**config.mk**
```make
export PLATFORM = sky130hd
export DESIGN_NAME = dcf_fifo
export DESIGN_NICKNAME = d
export VERILOG_FILES = /design/src/verilog/dcf_pkg.sv /design/src/verilog/dcf_bram.sv /design/src/verilog/dcf_fifo.sv
export SDC_FILE = /design/constraint.sdc
export NUM_CORES = 1
export LEC_CHECK = 0
export BUFFER_PORTS_ARGS = -buffer_cell sky130_fd_sc_hd__buf_2
export CAP_MARGIN = 20
export CORE_ASPECT_RATIO = 1.25
export CORE_MARGIN = 2
export CORE_UTILIZATION = 45
export CTS_CLUSTER_SIZE = 30
export DETAILED_ROUTE_END_ITERATION = 7
export SETUP_SLACK_MARGIN = 0.3
export SYNTH_ARGS = -nofsm -noshare
export SYNTH_HDL_FRONTEND = slang
export SYNTH_HIERARCHICAL = 1
export SYNTH_SLANG_ARGS = --single-unit
```
**constraint.sdc**
```tcl
create_clock -name mclk -period 5 [get_ports mclk]
set_input_delay 0.75 -clock mclk [delete_from_list [all_inputs] [get_ports mclk]]
set_output_delay 0.75 -clock mclk [all_outputs]
set_load 0.005 [all_outputs]
```
**src/verilog/dcf_pkg.sv**
```systemverilog
// Shared constants and types for the block-memory FIFO
package dcf_pkg;

    // ------------------------------------------------------------------
    // Geometry defaults
    // ------------------------------------------------------------------
    localparam int DCF_AW_DEF = 4;
    localparam int DCF_DW_DEF = 8;

    // ------------------------------------------------------------------
    // Memory write behaviours
    // ------------------------------------------------------------------
    typedef enum logic [1:0] {
        DCF_WM_NORMAL,
        DCF_WM_THRU,
        DCF_WM_RBW
    } dcf_wmode_t;

    // ------------------------------------------------------------------
    // Register byte offsets
    // ------------------------------------------------------------------
    localparam logic [7:0] DCF_OFS_CTRL = 8'h00;
    localparam logic [7:0] DCF_OFS_FULL_TH = 8'h04;
    localparam logic [7:0] DCF_OFS_AF_TH = 8'h08;
    localparam logic [7:0] DCF_OFS_AE_TH = 8'h0c;
    localparam logic [7:0] DCF_OFS_STATUS = 8'h10;
    localparam logic [7:0] DCF_OFS_IRQ_STAT = 8'h14;
    localparam logic [7:0] DCF_OFS_IRQ_CLR = 8'h18;
    localparam logic [7:0] DCF_OFS_IRQ_EN = 8'h1c;

    // ------------------------------------------------------------------
    // Field positions
    // ------------------------------------------------------------------
    localparam int DCF_CTRL_CLEAR = 0;
    localparam int DCF_CTRL_REWIND = 1;
    localparam int DCF_CTRL_MODE_LSB = 2;
    localparam int DCF_ST_EMPTY = 0;
    localparam int DCF_ST_AE = 1;
    localparam int DCF_ST_AF = 2;
    localparam int DCF_ST_FULL = 3;
    localparam int DCF_ST_CNT_LSB = 8;
    localparam int DCF_IRQ_OVF = 0;
    localparam int DCF_IRQ_UDF = 1;
    localparam int DCF_IRQ_FULL = 2;
    localparam int DCF_IRQ_EMPTY = 3;
    localparam int DCF_IRQ_W = 4;

    // ------------------------------------------------------------------
    // Reset values
    // ------------------------------------------------------------------
    localparam dcf_wmode_t DCF_MODE_RST = DCF_WM_NORMAL;
    localparam int DCF_AF_MARGIN_RST = 1;
    localparam int DCF_AE_TH_RST = 1;
    localparam logic [DCF_IRQ_W-1:0] DCF_IRQ_EN_RST = 4'h0;

endpackage

```
**src/verilog/dcf_bram.sv**
```systemverilog
// Block memory with two ports and selectable write behaviour on port A
`timescale 1ns/1ns
module dcf_bram #(
    parameter int DW = dcf_pkg::DCF_DW_DEF,
    parameter int AW = dcf_pkg::DCF_AW_DEF
) (
    input wire logic clk,
    input wire logic arst_n,
    input dcf_pkg::dcf_wmode_t mode,
    input wire logic a_en,
    input wire logic a_we,
    input wire logic [AW-1:0] a_addr,
    input wire logic [DW-1:0] a_d,
    output logic [DW-1:0] a_q,
    input wire logic b_en,
    input wire logic [AW-1:0] b_addr,
    output logic [DW-1:0] b_q
);
    import dcf_pkg::*;

    logic [DW-1:0] mem [2**AW];
    logic [DW-1:0] a_q_next;
    logic [DW-1:0] b_q_next;

    // ------------------------------------------------------------------
    // Output latches
    // ------------------------------------------------------------------
    always_comb begin
        a_q_next = a_q;
        if (a_en) begin
            if (a_we) begin
                unique case (mode)
                    DCF_WM_NORMAL: a_q_next = a_q;
                    DCF_WM_THRU: a_q_next = a_d;
                    DCF_WM_RBW: a_q_next = mem[a_addr];
                    default: a_q_next = a_q;
                endcase
            end else begin
                a_q_next = mem[a_addr];
            end
        end
        // Port B sees the old word on a same-address collision
        b_q_next = b_en ? mem[b_addr] : b_q;
    end

    always_ff @(posedge clk) begin
        if (a_en && a_we) begin
            mem[a_addr] <= a_d;
        end
    end

    always_ff @(posedge clk or negedge arst_n) begin
        if (!arst_n) begin
            a_q <= '0;
            b_q <= '0;
        end else begin
            a_q <= a_q_next;
            b_q <= b_q_next;
        end
    end
endmodule

```
**src/verilog/dcf_fifo.sv**
```systemverilog
// Block-memory FIFO with push and pop ports, flags and a Wishbone register file
`timescale 1ns/1ns
module dcf_fifo #(
    parameter int DW = dcf_pkg::DCF_DW_DEF,
    parameter int AW = dcf_pkg::DCF_AW_DEF
) (
    input wire logic mclk,
    input wire logic arst_n,
    input wire logic wb_cyc_i,
    input wire logic wb_stb_i,
    input wire logic wb_we_i,
    input wire logic [7:0] wb_adr_i,
    input wire logic [3:0] wb_sel_i,
    input wire logic [31:0] wb_dat_i,
    output logic [31:0] wb_dat_o,
    output logic wb_ack_o,
    input wire logic push_clock,
    input wire logic push_clock_gate,
    input wire logic push_strobe,
    input wire logic [DW-1:0] push_data,
    output logic [DW-1:0] push_echo,
    input wire logic pop_clock,
    input wire logic pop_clock_gate,
    input wire logic pop_strobe,
    output logic [DW-1:0] pop_data,
    output logic pop_valid,
    output logic full_flag,
    output logic almost_full_flag,
    output logic almost_empty_flag,
    output logic empty_flag,
    output logic irq
);
    import dcf_pkg::*;

    if (AW < 2 || AW > 16 || DW < 1 || DW > 32) begin : g_bad_geometry
        $error("dcf_fifo: AW must be 2..16 and DW 1..32");
    end

    localparam int PW = DW + 3;
    localparam logic [AW-1:0] TH_MAX = '1;

    // ------------------------------------------------------------------
    // Pin synchronisers and clock edge detection
    // ------------------------------------------------------------------
    logic [PW-1:0] psh_meta;
    logic [PW-1:0] psh_sync;
    logic psh_clk_d;
    logic [2:0] pop_meta;
    logic [2:0] pop_sync;
    logic pop_clk_d;

    always_ff @(posedge mclk or negedge arst_n) begin
        if (!arst_n) begin
            psh_meta <= '0;
            psh_sync <= '0;
            psh_clk_d <= 1'b0;
            pop_meta <= '0;
            pop_sync <= '0;
            pop_clk_d <= 1'b0;
        end else begin
            psh_meta <= {push_clock, push_clock_gate, push_strobe, push_data};
            psh_sync <= psh_meta;
            psh_clk_d <= psh_sync[PW-1];
            pop_meta <= {pop_clock, pop_clock_gate, pop_strobe};
            pop_sync <= pop_meta;
            pop_clk_d <= pop_sync[2];
        end
    end

    logic push_tick;
    logic pop_tick;
    logic push_req;
    logic pop_req;
    logic [DW-1:0] push_word;

    assign push_tick = psh_sync[PW-1] && !psh_clk_d;
    assign pop_tick = pop_sync[2] && !pop_clk_d;
    assign push_req = push_tick && psh_sync[PW-2] && psh_sync[PW-3];
    assign pop_req = pop_tick && pop_sync[1] && pop_sync[0];
    assign push_word = psh_sync[DW-1:0];

    // ------------------------------------------------------------------
    // Register file state
    // ------------------------------------------------------------------
    logic ack_reg, ack_next;
    logic [31:0] dat_reg, dat_next;
    dcf_wmode_t mode_reg, mode_next;
    logic [AW-1:0] full_th_reg, full_th_next;
    logic [AW-1:0] af_th_reg, af_th_next;
    logic [AW-1:0] ae_th_reg, ae_th_next;
    logic [DCF_IRQ_W-1:0] ist_reg, ist_next;
    logic [DCF_IRQ_W-1:0] ien_reg, ien_next;
    logic irq_reg, irq_next;
    logic clear_cmd;
    logic rewind_cmd;

    // ------------------------------------------------------------------
    // FIFO state
    // ------------------------------------------------------------------
    logic [AW-1:0] wptr_reg, wptr_next;
    logic [AW-1:0] rptr_reg, rptr_next;
    logic [AW-1:0] cnt_next;
    logic full_reg, full_next;
    logic af_reg, af_next;
    logic ae_reg, ae_next;
    logic empty_reg, empty_next;
    logic pop_valid_reg, pop_valid_next;
    logic push_ok;
    logic pop_ok;

    assign push_ok = push_req && !full_reg;
    assign pop_ok = pop_req && !empty_reg && !rewind_cmd;

    always_comb begin
        wptr_next = wptr_reg + AW'(push_ok);
        rptr_next = rewind_cmd ? '0 : rptr_reg + AW'(pop_ok);
        cnt_next = wptr_next - rptr_next;
        full_next = full_reg;
        af_next = af_reg;
        ae_next = ae_reg;
        empty_next = empty_reg;
        pop_valid_next = pop_ok && !clear_cmd;
        if (push_tick) begin
            full_next = cnt_next >= full_th_reg;
            af_next = cnt_next >= af_th_reg;
        end
        if (pop_tick) begin
            empty_next = cnt_next == '0;
            ae_next = cnt_next <= ae_th_reg;
        end
        if (clear_cmd) begin
            wptr_next = '0;
            rptr_next = '0;
            full_next = 1'b0;
            af_next = 1'b0;
            ae_next = 1'b1;
            empty_next = 1'b1;
        end
    end

    always_ff @(posedge mclk or negedge arst_n) begin
        if (!arst_n) begin
            wptr_reg <= '0;
            rptr_reg <= '0;
            full_reg <= 1'b0;
            af_reg <= 1'b0;
            ae_reg <= 1'b1;
            empty_reg <= 1'b1;
            pop_valid_reg <= 1'b0;
        end else begin
            wptr_reg <= wptr_next;
            rptr_reg <= rptr_next;
            full_reg <= full_next;
            af_reg <= af_next;
            ae_reg <= ae_next;
            empty_reg <= empty_next;
            pop_valid_reg <= pop_valid_next;
        end
    end

    // ------------------------------------------------------------------
    // Block memory: port A writes, port B reads
    // ------------------------------------------------------------------
    dcf_bram #(
        .DW(DW),
        .AW(AW)
    ) u_block_memory (
        .clk(mclk),
        .arst_n(arst_n),
        .mode(mode_reg),
        .a_en(push_ok),
        .a_we(push_ok),
        .a_addr(wptr_reg),
        .a_d(push_word),
        .a_q(push_echo),
        .b_en(pop_ok),
        .b_addr(rptr_reg),
        .b_q(pop_data)
    );

    // ------------------------------------------------------------------
    // Wishbone slave and interrupts
    // ------------------------------------------------------------------
    function automatic logic [31:0] merge(input logic [31:0] old, input logic [31:0] dat,
                                          input logic [3:0] sel);
        logic [31:0] res;
        res = old;
        for (int i = 0; i < 4; i++) begin
            if (sel[i]) begin
                res[8*i +: 8] = dat[8*i +: 8];
            end
        end
        return res;
    endfunction

    logic wr_go;
    logic [31:0] wval;
    logic [AW-1:0] th_val;
    logic [DCF_IRQ_W-1:0] ev;
    logic [DCF_IRQ_W-1:0] clr_mask;
    logic [31:0] rdata;

    assign wr_go = wb_cyc_i && wb_stb_i && wb_we_i && ack_reg;
    assign wval = merge(32'h0000_0000, wb_dat_i, wb_sel_i);
    assign th_val = wval[AW-1:0];
    assign clear_cmd = wr_go && wb_adr_i == DCF_OFS_CTRL && wval[DCF_CTRL_CLEAR];
    assign rewind_cmd = wr_go && wb_adr_i == DCF_OFS_CTRL && wval[DCF_CTRL_REWIND];
    assign clr_mask = (wr_go && wb_adr_i == DCF_OFS_IRQ_CLR) ? wval[DCF_IRQ_W-1:0] : '0;

    always_comb begin
        ev = '0;
        ev[DCF_IRQ_OVF] = push_req && full_reg;
        ev[DCF_IRQ_UDF] = pop_req && empty_reg;
        ev[DCF_IRQ_FULL] = full_next && !full_reg;
        ev[DCF_IRQ_EMPTY] = empty_next && !empty_reg;
        rdata = 32'h0000_0000;
        unique case (wb_adr_i)
            DCF_OFS_CTRL: rdata[DCF_CTRL_MODE_LSB +: 2] = mode_reg;
            DCF_OFS_FULL_TH: rdata[AW-1:0] = full_th_reg;
            DCF_OFS_AF_TH: rdata[AW-1:0] = af_th_reg;
            DCF_OFS_AE_TH: rdata[AW-1:0] = ae_th_reg;
            DCF_OFS_STATUS: begin
                rdata[DCF_ST_EMPTY] = empty_reg;
                rdata[DCF_ST_AE] = ae_reg;
                rdata[DCF_ST_AF] = af_reg;
                rdata[DCF_ST_FULL] = full_reg;
                rdata[DCF_ST_CNT_LSB +: AW] = wptr_reg - rptr_reg;
            end
            DCF_OFS_IRQ_STAT: rdata[DCF_IRQ_W-1:0] = ist_reg;
            DCF_OFS_IRQ_EN: rdata[DCF_IRQ_W-1:0] = ien_reg;
            default: rdata = 32'h0000_0000;
        endcase
    end

    always_comb begin
        ack_next = wb_cyc_i && wb_stb_i && !ack_reg;
        dat_next = ack_next ? rdata : dat_reg;
        mode_next = mode_reg;
        full_th_next = full_th_reg;
        af_th_next = af_th_reg;
        ae_th_next = ae_th_reg;
        ien_next = ien_reg;
        if (wr_go) begin
            unique case (wb_adr_i)
                DCF_OFS_CTRL: mode_next = dcf_wmode_t'(wval[DCF_CTRL_MODE_LSB +: 2]);
                DCF_OFS_FULL_TH: if (th_val != '0) full_th_next = th_val;
                DCF_OFS_AF_TH: if (th_val != '0 && th_val < full_th_reg) af_th_next = th_val;
                DCF_OFS_AE_TH: if (th_val != '0 && th_val < full_th_reg) ae_th_next = th_val;
                DCF_OFS_IRQ_EN: ien_next = wval[DCF_IRQ_W-1:0];
                default: ;
            endcase
        end
        // A new event wins over a clear in the same cycle
        ist_next = (ist_reg & ~clr_mask) | ev;
        irq_next = |(ist_next & ien_next);
    end

    always_ff @(posedge mclk or negedge arst_n) begin
        if (!arst_n) begin
            ack_reg <= 1'b0;
            dat_reg <= 32'h0000_0000;
            mode_reg <= DCF_MODE_RST;
            full_th_reg <= TH_MAX;
            af_th_reg <= TH_MAX - AW'(DCF_AF_MARGIN_RST);
            ae_th_reg <= AW'(DCF_AE_TH_RST);
            ist_reg <= '0;
            ien_reg <= DCF_IRQ_EN_RST;
            irq_reg <= 1'b0;
        end else begin
            ack_reg <= ack_next;
            dat_reg <= dat_next;
            mode_reg <= mode_next;
            full_th_reg <= full_th_next;
            af_th_reg <= af_th_next;
            ae_th_reg <= ae_th_next;
            ist_reg <= ist_next;
            ien_reg <= ien_next;
            irq_reg <= irq_next;
        end
    end

    assign wb_ack_o = ack_reg;
    assign wb_dat_o = dat_reg;
    assign full_flag = full_reg;
    assign almost_full_flag = af_reg;
    assign almost_empty_flag = ae_reg;
    assign empty_flag = empty_reg;
    assign pop_valid = pop_valid_reg;
    assign irq = irq_reg;
endmodule

```
Word-level counts from Yosys, hierarchy flattened
Memories as Yosys holds them, arrays and structs flattened. A register that Yosys moved wholly into a read port is not among the register bits.
Cells that the tools add are included.
{ "op_classes": {"n_mul": 0, "n_div": 0, "n_mux": 21, "order_cmp": 4, "n_bitwise": 4, "shift": 0, "eq_ne": 9, "reduce_logical": 43, "addsub": 4} }
{ "op_table": {"columns": ["cell", "count"], "rows": [
  ["== test 8 x 5 -> 1 bit, second input constant", 4],
  ["2-to-1 mux 4 bit", 8],
  ["logical AND 1 bit", 23],
  ["== test 8 x 4 -> 1 bit, second input constant", 2],
  ["one-hot mux 8 bit (2 select lines)", 1],
  ["one-hot mux 2 bit (7 select lines)", 1],
  ["one-hot mux 2 bit (6 select lines)", 1],
  ["2-to-1 mux 1 bit", 10],
  ["AND reduction 3 bit", 3],
  ["adder 4 x 1 -> 4 bit", 2],
  ["bitwise AND 4 bit", 2],
  ["== test 8 x 3 -> 1 bit, second input constant", 1],
  ["greater-or-equal comparator 4 bit", 2],
  ["zero test 1 bit", 8],
  ["zero test 8 bit", 1],
  ["subtractor 4 bit", 2],
  ["nonzero test 2 bit", 3],
  ["<= comparator 4 bit", 1],
  ["zero test 4 bit", 1],
  ["less-than comparator 4 bit", 1],
  ["NOT 4 bit", 1],
  ["bitwise OR 4 bit", 1],
  ["AND reduction 2 bit", 2],
  ["nonzero test 4 bit", 1],
  ["other kinds (3)", 3]
]} }
{ "totals": {"mem_bits_rw": 128, "regBits": 83, "output_inout_bits": 55, "wordCells": 109, "n_memories": 1, "latch_bits": 0, "mem_bits_ro": 0, "in_bits": 63} }
{ "memory_table": {"columns": ["memory", "depth", "word_bits", "read_ports", "rd_clocked_by_memory_dff", "write_ports", "line_no", "rtl"], "rows": [
  ["u_block_memory.mem", 16, 8, 2, 1, 1, "dcf_bram.sv:21", "logic [DW-1:0] mem [2**AW];"]
]} }

Depth between registers and ports, before layout
{ "logic_depth": {"word_depth": 17, "mapped_depth": 18, "depth_no_buf": 17} }

Modules after synthesis
The synthesis kept the hierarchy.
{ "by_module_without_submodules": {"columns": ["module", "area_each_um2", "cells_per_inst", "seq_area_each_um2", "n_inst"], "rows": [
  ["dcf_bram", 6721.4, 392, 4244.1, 1],
  ["dcf_fifo", 3756.1, 347, 1889.3, 1]
]} }

Least setup slack after synthesis
Ideal clock, no wire load.
{ "synth_path": {"path_kind": "input port to flip-flop", "startpoint": "input wb_adr_i[5]", "endpoint": "register irq_reg, in the netlist irq", "path_buffers": 0, "slack_ps": 350, "arrival_ps": 4524, "setup_ps": 126, "stages": 17, "required_ps": 4874, "path_cell_list": "or4_4 > nor4_4 > a21oi_1 > ha_1 > ha_1 > nand2_1 > ha_1 > nor2b_1 > o21ai_0 > nor3b_1 > nor2_1 > xnor2_1 > ha_1 > a21oi_1 > o21ai_0 > a32o_1 > a221o_1"} }
{ "synth_between": {"elab_chain_len": 15, "elab_cells_between_ends": 28, "cone_classes": "2 x add/sub; 1 x order compare; 2 x eq/ne; 8 x mux; 4 x bitwise; 11 x reduce/logical"} }
{ "synth_rtl": {"columns": ["item", "line_no", "rtl"], "rows": [
  ["start: declaration", "dcf_fifo.sv:12", "input wire logic [7:0] wb_adr_i,"],
  ["zero test 8 bit", "dcf_fifo.sv:207", "assign rewind_cmd = wr_go && wb_adr_i == DCF_OFS_CTRL && wval[DCF_CTRL_REWIND];"],
  ["logical AND 1 bit (2 in series)", "dcf_fifo.sv:207", null],
  ["zero test 1 bit", "dcf_fifo.sv:112", "assign pop_ok = pop_req && !empty_reg && !rewind_cmd;"],
  ["logical AND 1 bit", "dcf_fifo.sv:112", null],
  ["via pop_ok", "dcf_fifo.sv:109", "logic pop_ok;"],
  ["adder 4 x 1 -> 4 bit", "dcf_fifo.sv:116", "rptr_next = rewind_cmd ? '0 : rptr_reg + AW'(pop_ok);"],
  ["2-to-1 mux 4 bit", "dcf_fifo.sv:116", null],
  ["subtractor 4 bit", "dcf_fifo.sv:117", "cnt_next = wptr_next - rptr_next;"],
  ["greater-or-equal comparator 4 bit", "dcf_fifo.sv:124", "full_next = cnt_next >= full_th_reg;"],
  ["2-to-1 mux 1 bit", "dcf_fifo.sv:123", "if (push_tick) begin"],
  ["2-to-1 mux 1 bit", "dcf_fifo.sv:131", "if (clear_cmd) begin"],
  ["logical AND 1 bit", "dcf_fifo.sv:214", "ev[DCF_IRQ_FULL] = full_next && !full_reg;"],
  ["bitwise OR 4 bit", "dcf_fifo.sv:254", "ist_next = (ist_reg & ~clr_mask) | ev;"],
  ["via ist_next[2]", "dcf_fifo.sv:91", "logic [DCF_IRQ_W-1:0] ist_reg, ist_next;"],
  ["bitwise AND 4 bit", "dcf_fifo.sv:255", "irq_next = |(ist_next & ien_next);"],
  ["OR reduction 4 bit", "dcf_fifo.sv:255", null],
  ["via irq_next", "dcf_fifo.sv:93", "logic irq_reg, irq_next;"],
  ["end signal: assignment", "dcf_fifo.sv:278", "irq_reg <= irq_next;"],
  ["end: declaration", "dcf_fifo.sv:93", null]
]} }
The timed path passes the listed nets, and every way through them passes these cells.
A chain may end at the register's enable or synchronous reset.

Worst setup path after layout
Ends and elaborated chain as after synthesis.

==> results_dict.tcl <==
set metrics [dict create \
    syn-cell-area_um2 10500 \
    netlist.area_leader.share 0.367 \
    synth_flop_cell "edfxtp_1" \
    drt_iter0_markers 565 \
    critPathLaunchType "input port" \
    synth_edf_count 128 \
    syn_inst 739 \
    grt_pass1_wl_um 41100 \
    cts_setup_buffers 0 \
    grt_pass1_vias 6869 \
    pre_cts_slack_ns 0.123 \
    die_w_um 140 \
    antenna_found_initial 0 \
    h-tree-depth 1 \
    drive_gt1_frac 0.245 \
    drc 0 \
    clockBufferDepth 3 \
    finalSetupViolCount 0 \
    gp_congestion 0.876 \
    rsz0062_at_grt "no" \
    ys_seq_area_frac 0.585 \
    cts_root_buffer "clkbuf_16" \
    synth.distinct_cells 71 \
    largest_register_ffs 128 \
    finalWorstSetupSlack_ns 0.593 \
    grt.total_usage 0.221 \
    die-area_um2 24500 \
    via_per_inst 5.94 \
    period_needed_ns 4.41 \
    grt-ovfl-total 0 \
    cts_sinks 219 \
    clk-insertion-delay-late_ns 0.52 \
    final_cell_mix "edfxtp_1 (128), dfrtp_1 (79), buf_2 (61), mux2i_1 (47), mux4_2 (43)" \
    reg_top3 "u_block_memory/mem: 128 flops, psh_meta: 11 flops, psh_sync: 11 flops" \
    status "finished clean" \
    final_common_cell "edfxtp_1" \
    worst-setup-path-type "input port to register" \
    vias 6592 \
    post-place-cells 1067 \
    crit_arrival_ns 4.80 \
    postSynth.asyncResetShare 0.416 \
    tightestPinTransition_ns 1.16 \
    finalMaxSlewViolations 0 \
    clkTransAtPathRegs_ns 0.06 \
    wl_um 26800 \
    first_pass_iters 4 \
    placed_cell_area_um2 11000 \
    port_buffers 62 \
    finalCritPeriodShare 0.881 \
    netlist_top_cells_area "edfxtp_1 (37%), dfrtp_1 (19%), mux4_2 (9.2%)" \
    fin_nets 895 \
    power.density_nw_per_um2 508 \
    regMostFlops "u_block_memory/mem" \
    worst_ep_required_time_ns 5.39 \
    peakVddDrop_mv 0.350 \
    die_h_um 175 \
    fillerInstances 1946 \
    finalPower_uw 5970 \
    max_slew_margin 0.223 \
    syn2layout_area_growth_pct 12.3 \
    ys_seq_elements 219 \
    setup_tns_ns 0 \
    insertedDiodeCount 0 \
    pin_count 118 \
    post-synth-top-area-cell "edfxtp_1" \
    worstSetupEndpointType "register" \
    yosysWarnings 6 \
    holdCritPathClass "input port to asynchronous set/reset pin" \
    finClkSkew_ns 0.0110 \
    dp_hpwl_um 19100 \
    cts_buffers 23 \
    wl_per_cell_um 24.2 \
    stdcell_area_um2 11800 \
    hold_viol 0 \
    fmax_ghz 0.227 \
    cap_violations 0 \
    ctsResizeCount 0 \
    cts_tree "yes" \
    ant_nets 0 \
    cp_max_fo 3 \
    fp.coreArea_um2 23000 \
    num_rows 62 \
    fin_cells 1110 \
    grt_start_max_net_pins 53 \
    postSynthAreaPerCell_um2 14.2 \
    p_leak_uw 0.00463 \
    postCtsHoldBufs 0 \
    start_util 0.456 \
]
-- kinds of logic (layout without fill, tap and decap cells) --
kind of cell / count (synthesis) / in the layout / synth area share
AND/OR/NAND/NOR: 160 / 160 / 0.0847
flip-flops: 219 / 219 / 0.585
multiplexers: 107 / 107 / 0.163
adder cells (fa/ha/maj): 27 / 27 / 0.0337
AO/OA/AOI/OAI: 128 / 128 / 0.0798
other: 1 / 24 / 0.000358
XOR/XNOR: 10 / 10 / 0.00836
buffers and inverters: 87 / 147 / 0.0450
-- final timing paths --
kind / start / end / slack (ns) / cells past startpoint
worst min-delay path: arst_n / psh_meta[2]$_DFF_PN0_ / 0.29 / 1
min in group mclk: push_strobe / psh_meta[8]$_DFF_PN0_ / 0.34 / 1
max in group asynchronous: arst_n / rptr_reg[2]$_DFF_PN0_ / 3.70 / 2
worst max register to register: pop_clk_d$_DFF_PN0_ / irq$_DFF_PN0_ / 0.72 / 17
worst max-delay path: wb_adr_i[5] / irq$_DFF_PN0_ / 0.59 / 18
worst min register to register: psh_meta[6]$_DFF_PN0_ / psh_sync[6]$_DFF_PN0_ / 0.35 / 0
-- layout make-up --
cell class | count | area (µm²) | area share
repair buffers | 80 | 448 | 0.0381
flip-flops and latches | 219 | 6140 | 0.521
clock buffers | 29 | 629 | 0.0535
inverters | 25 | 93.8 | 0.00797
well taps | 288 | 360 | 0.0306
multi-input cells | 456 | 3970 | 0.338
clock inverters | 13 | 130 | 0.0111
-- stage by stage --
stage,util,hold WS [ns]
global placement,0.479,0.332
CTS,0.512,0.301
global route,0.513,0.318
detailed placement,0.479,0.336
finish,0.513,0.293
floorplan,-,0.331
-- worst max-delay path: stages --
cell and delay [ns]:
buf_2 0.11, or4_4 0.57, nor4_4 0.21, a21oi_1 0.16, ha_1 0.22, ha_1 0.28, nand2_1 0.07, ha_1 0.29
nor2b_1 0.12, o21ai_0 0.21, nor3b_1 0.32, nor2_1 0.10, xnor2_1 0.22, ha_1 0.28, a21oi_1 0.11, o21ai_0 0.12
a32o_1 0.29, a221o_1 0.35
-- routing by layer --
layer / track usage / vias up / share of wire
met5: 0 / - / 0
met2: 0.392 / 239 / 0.53
met3: 0.0304 / 61 / 0.054
met4: 0.0738 / 0 / 0.033
met1: 0.279 / 3361 / 0.39
li1: - / 2931 / -
-- where the power goes --
group          internal [µW]  switching (µW)  leakage, µW
Combinational            945            1090      0.00203
Clock                   1010             711     0.000378
Sequential              2060             161      0.00222
-- synth_stat cells (all sizes together) (3+ instances only) --
cell,number
a2111oi,4
a21o,6
a21oi,30
a221oi,6
a22o,4
a22oi,4
a2bb2oi,4
a32o,3
and2,6
and3,5
buf,44
clkbuf,18
dfrtp,81
dfstp,10
edfxtp,128
ha,25
inv,25
mux2,12
mux2i,47
mux4,48
nand2,41
nand2b,8
nand3,15
nand3b,11
nand4,4
nor2,30
nor2b,9
nor3,6
nor4,8
o21ai,24
o22ai,26
o31ai,4
or3,3
or3b,3
xnor2,5
xor2,5
No activity file was read; power rests on OpenSTA's default activity.
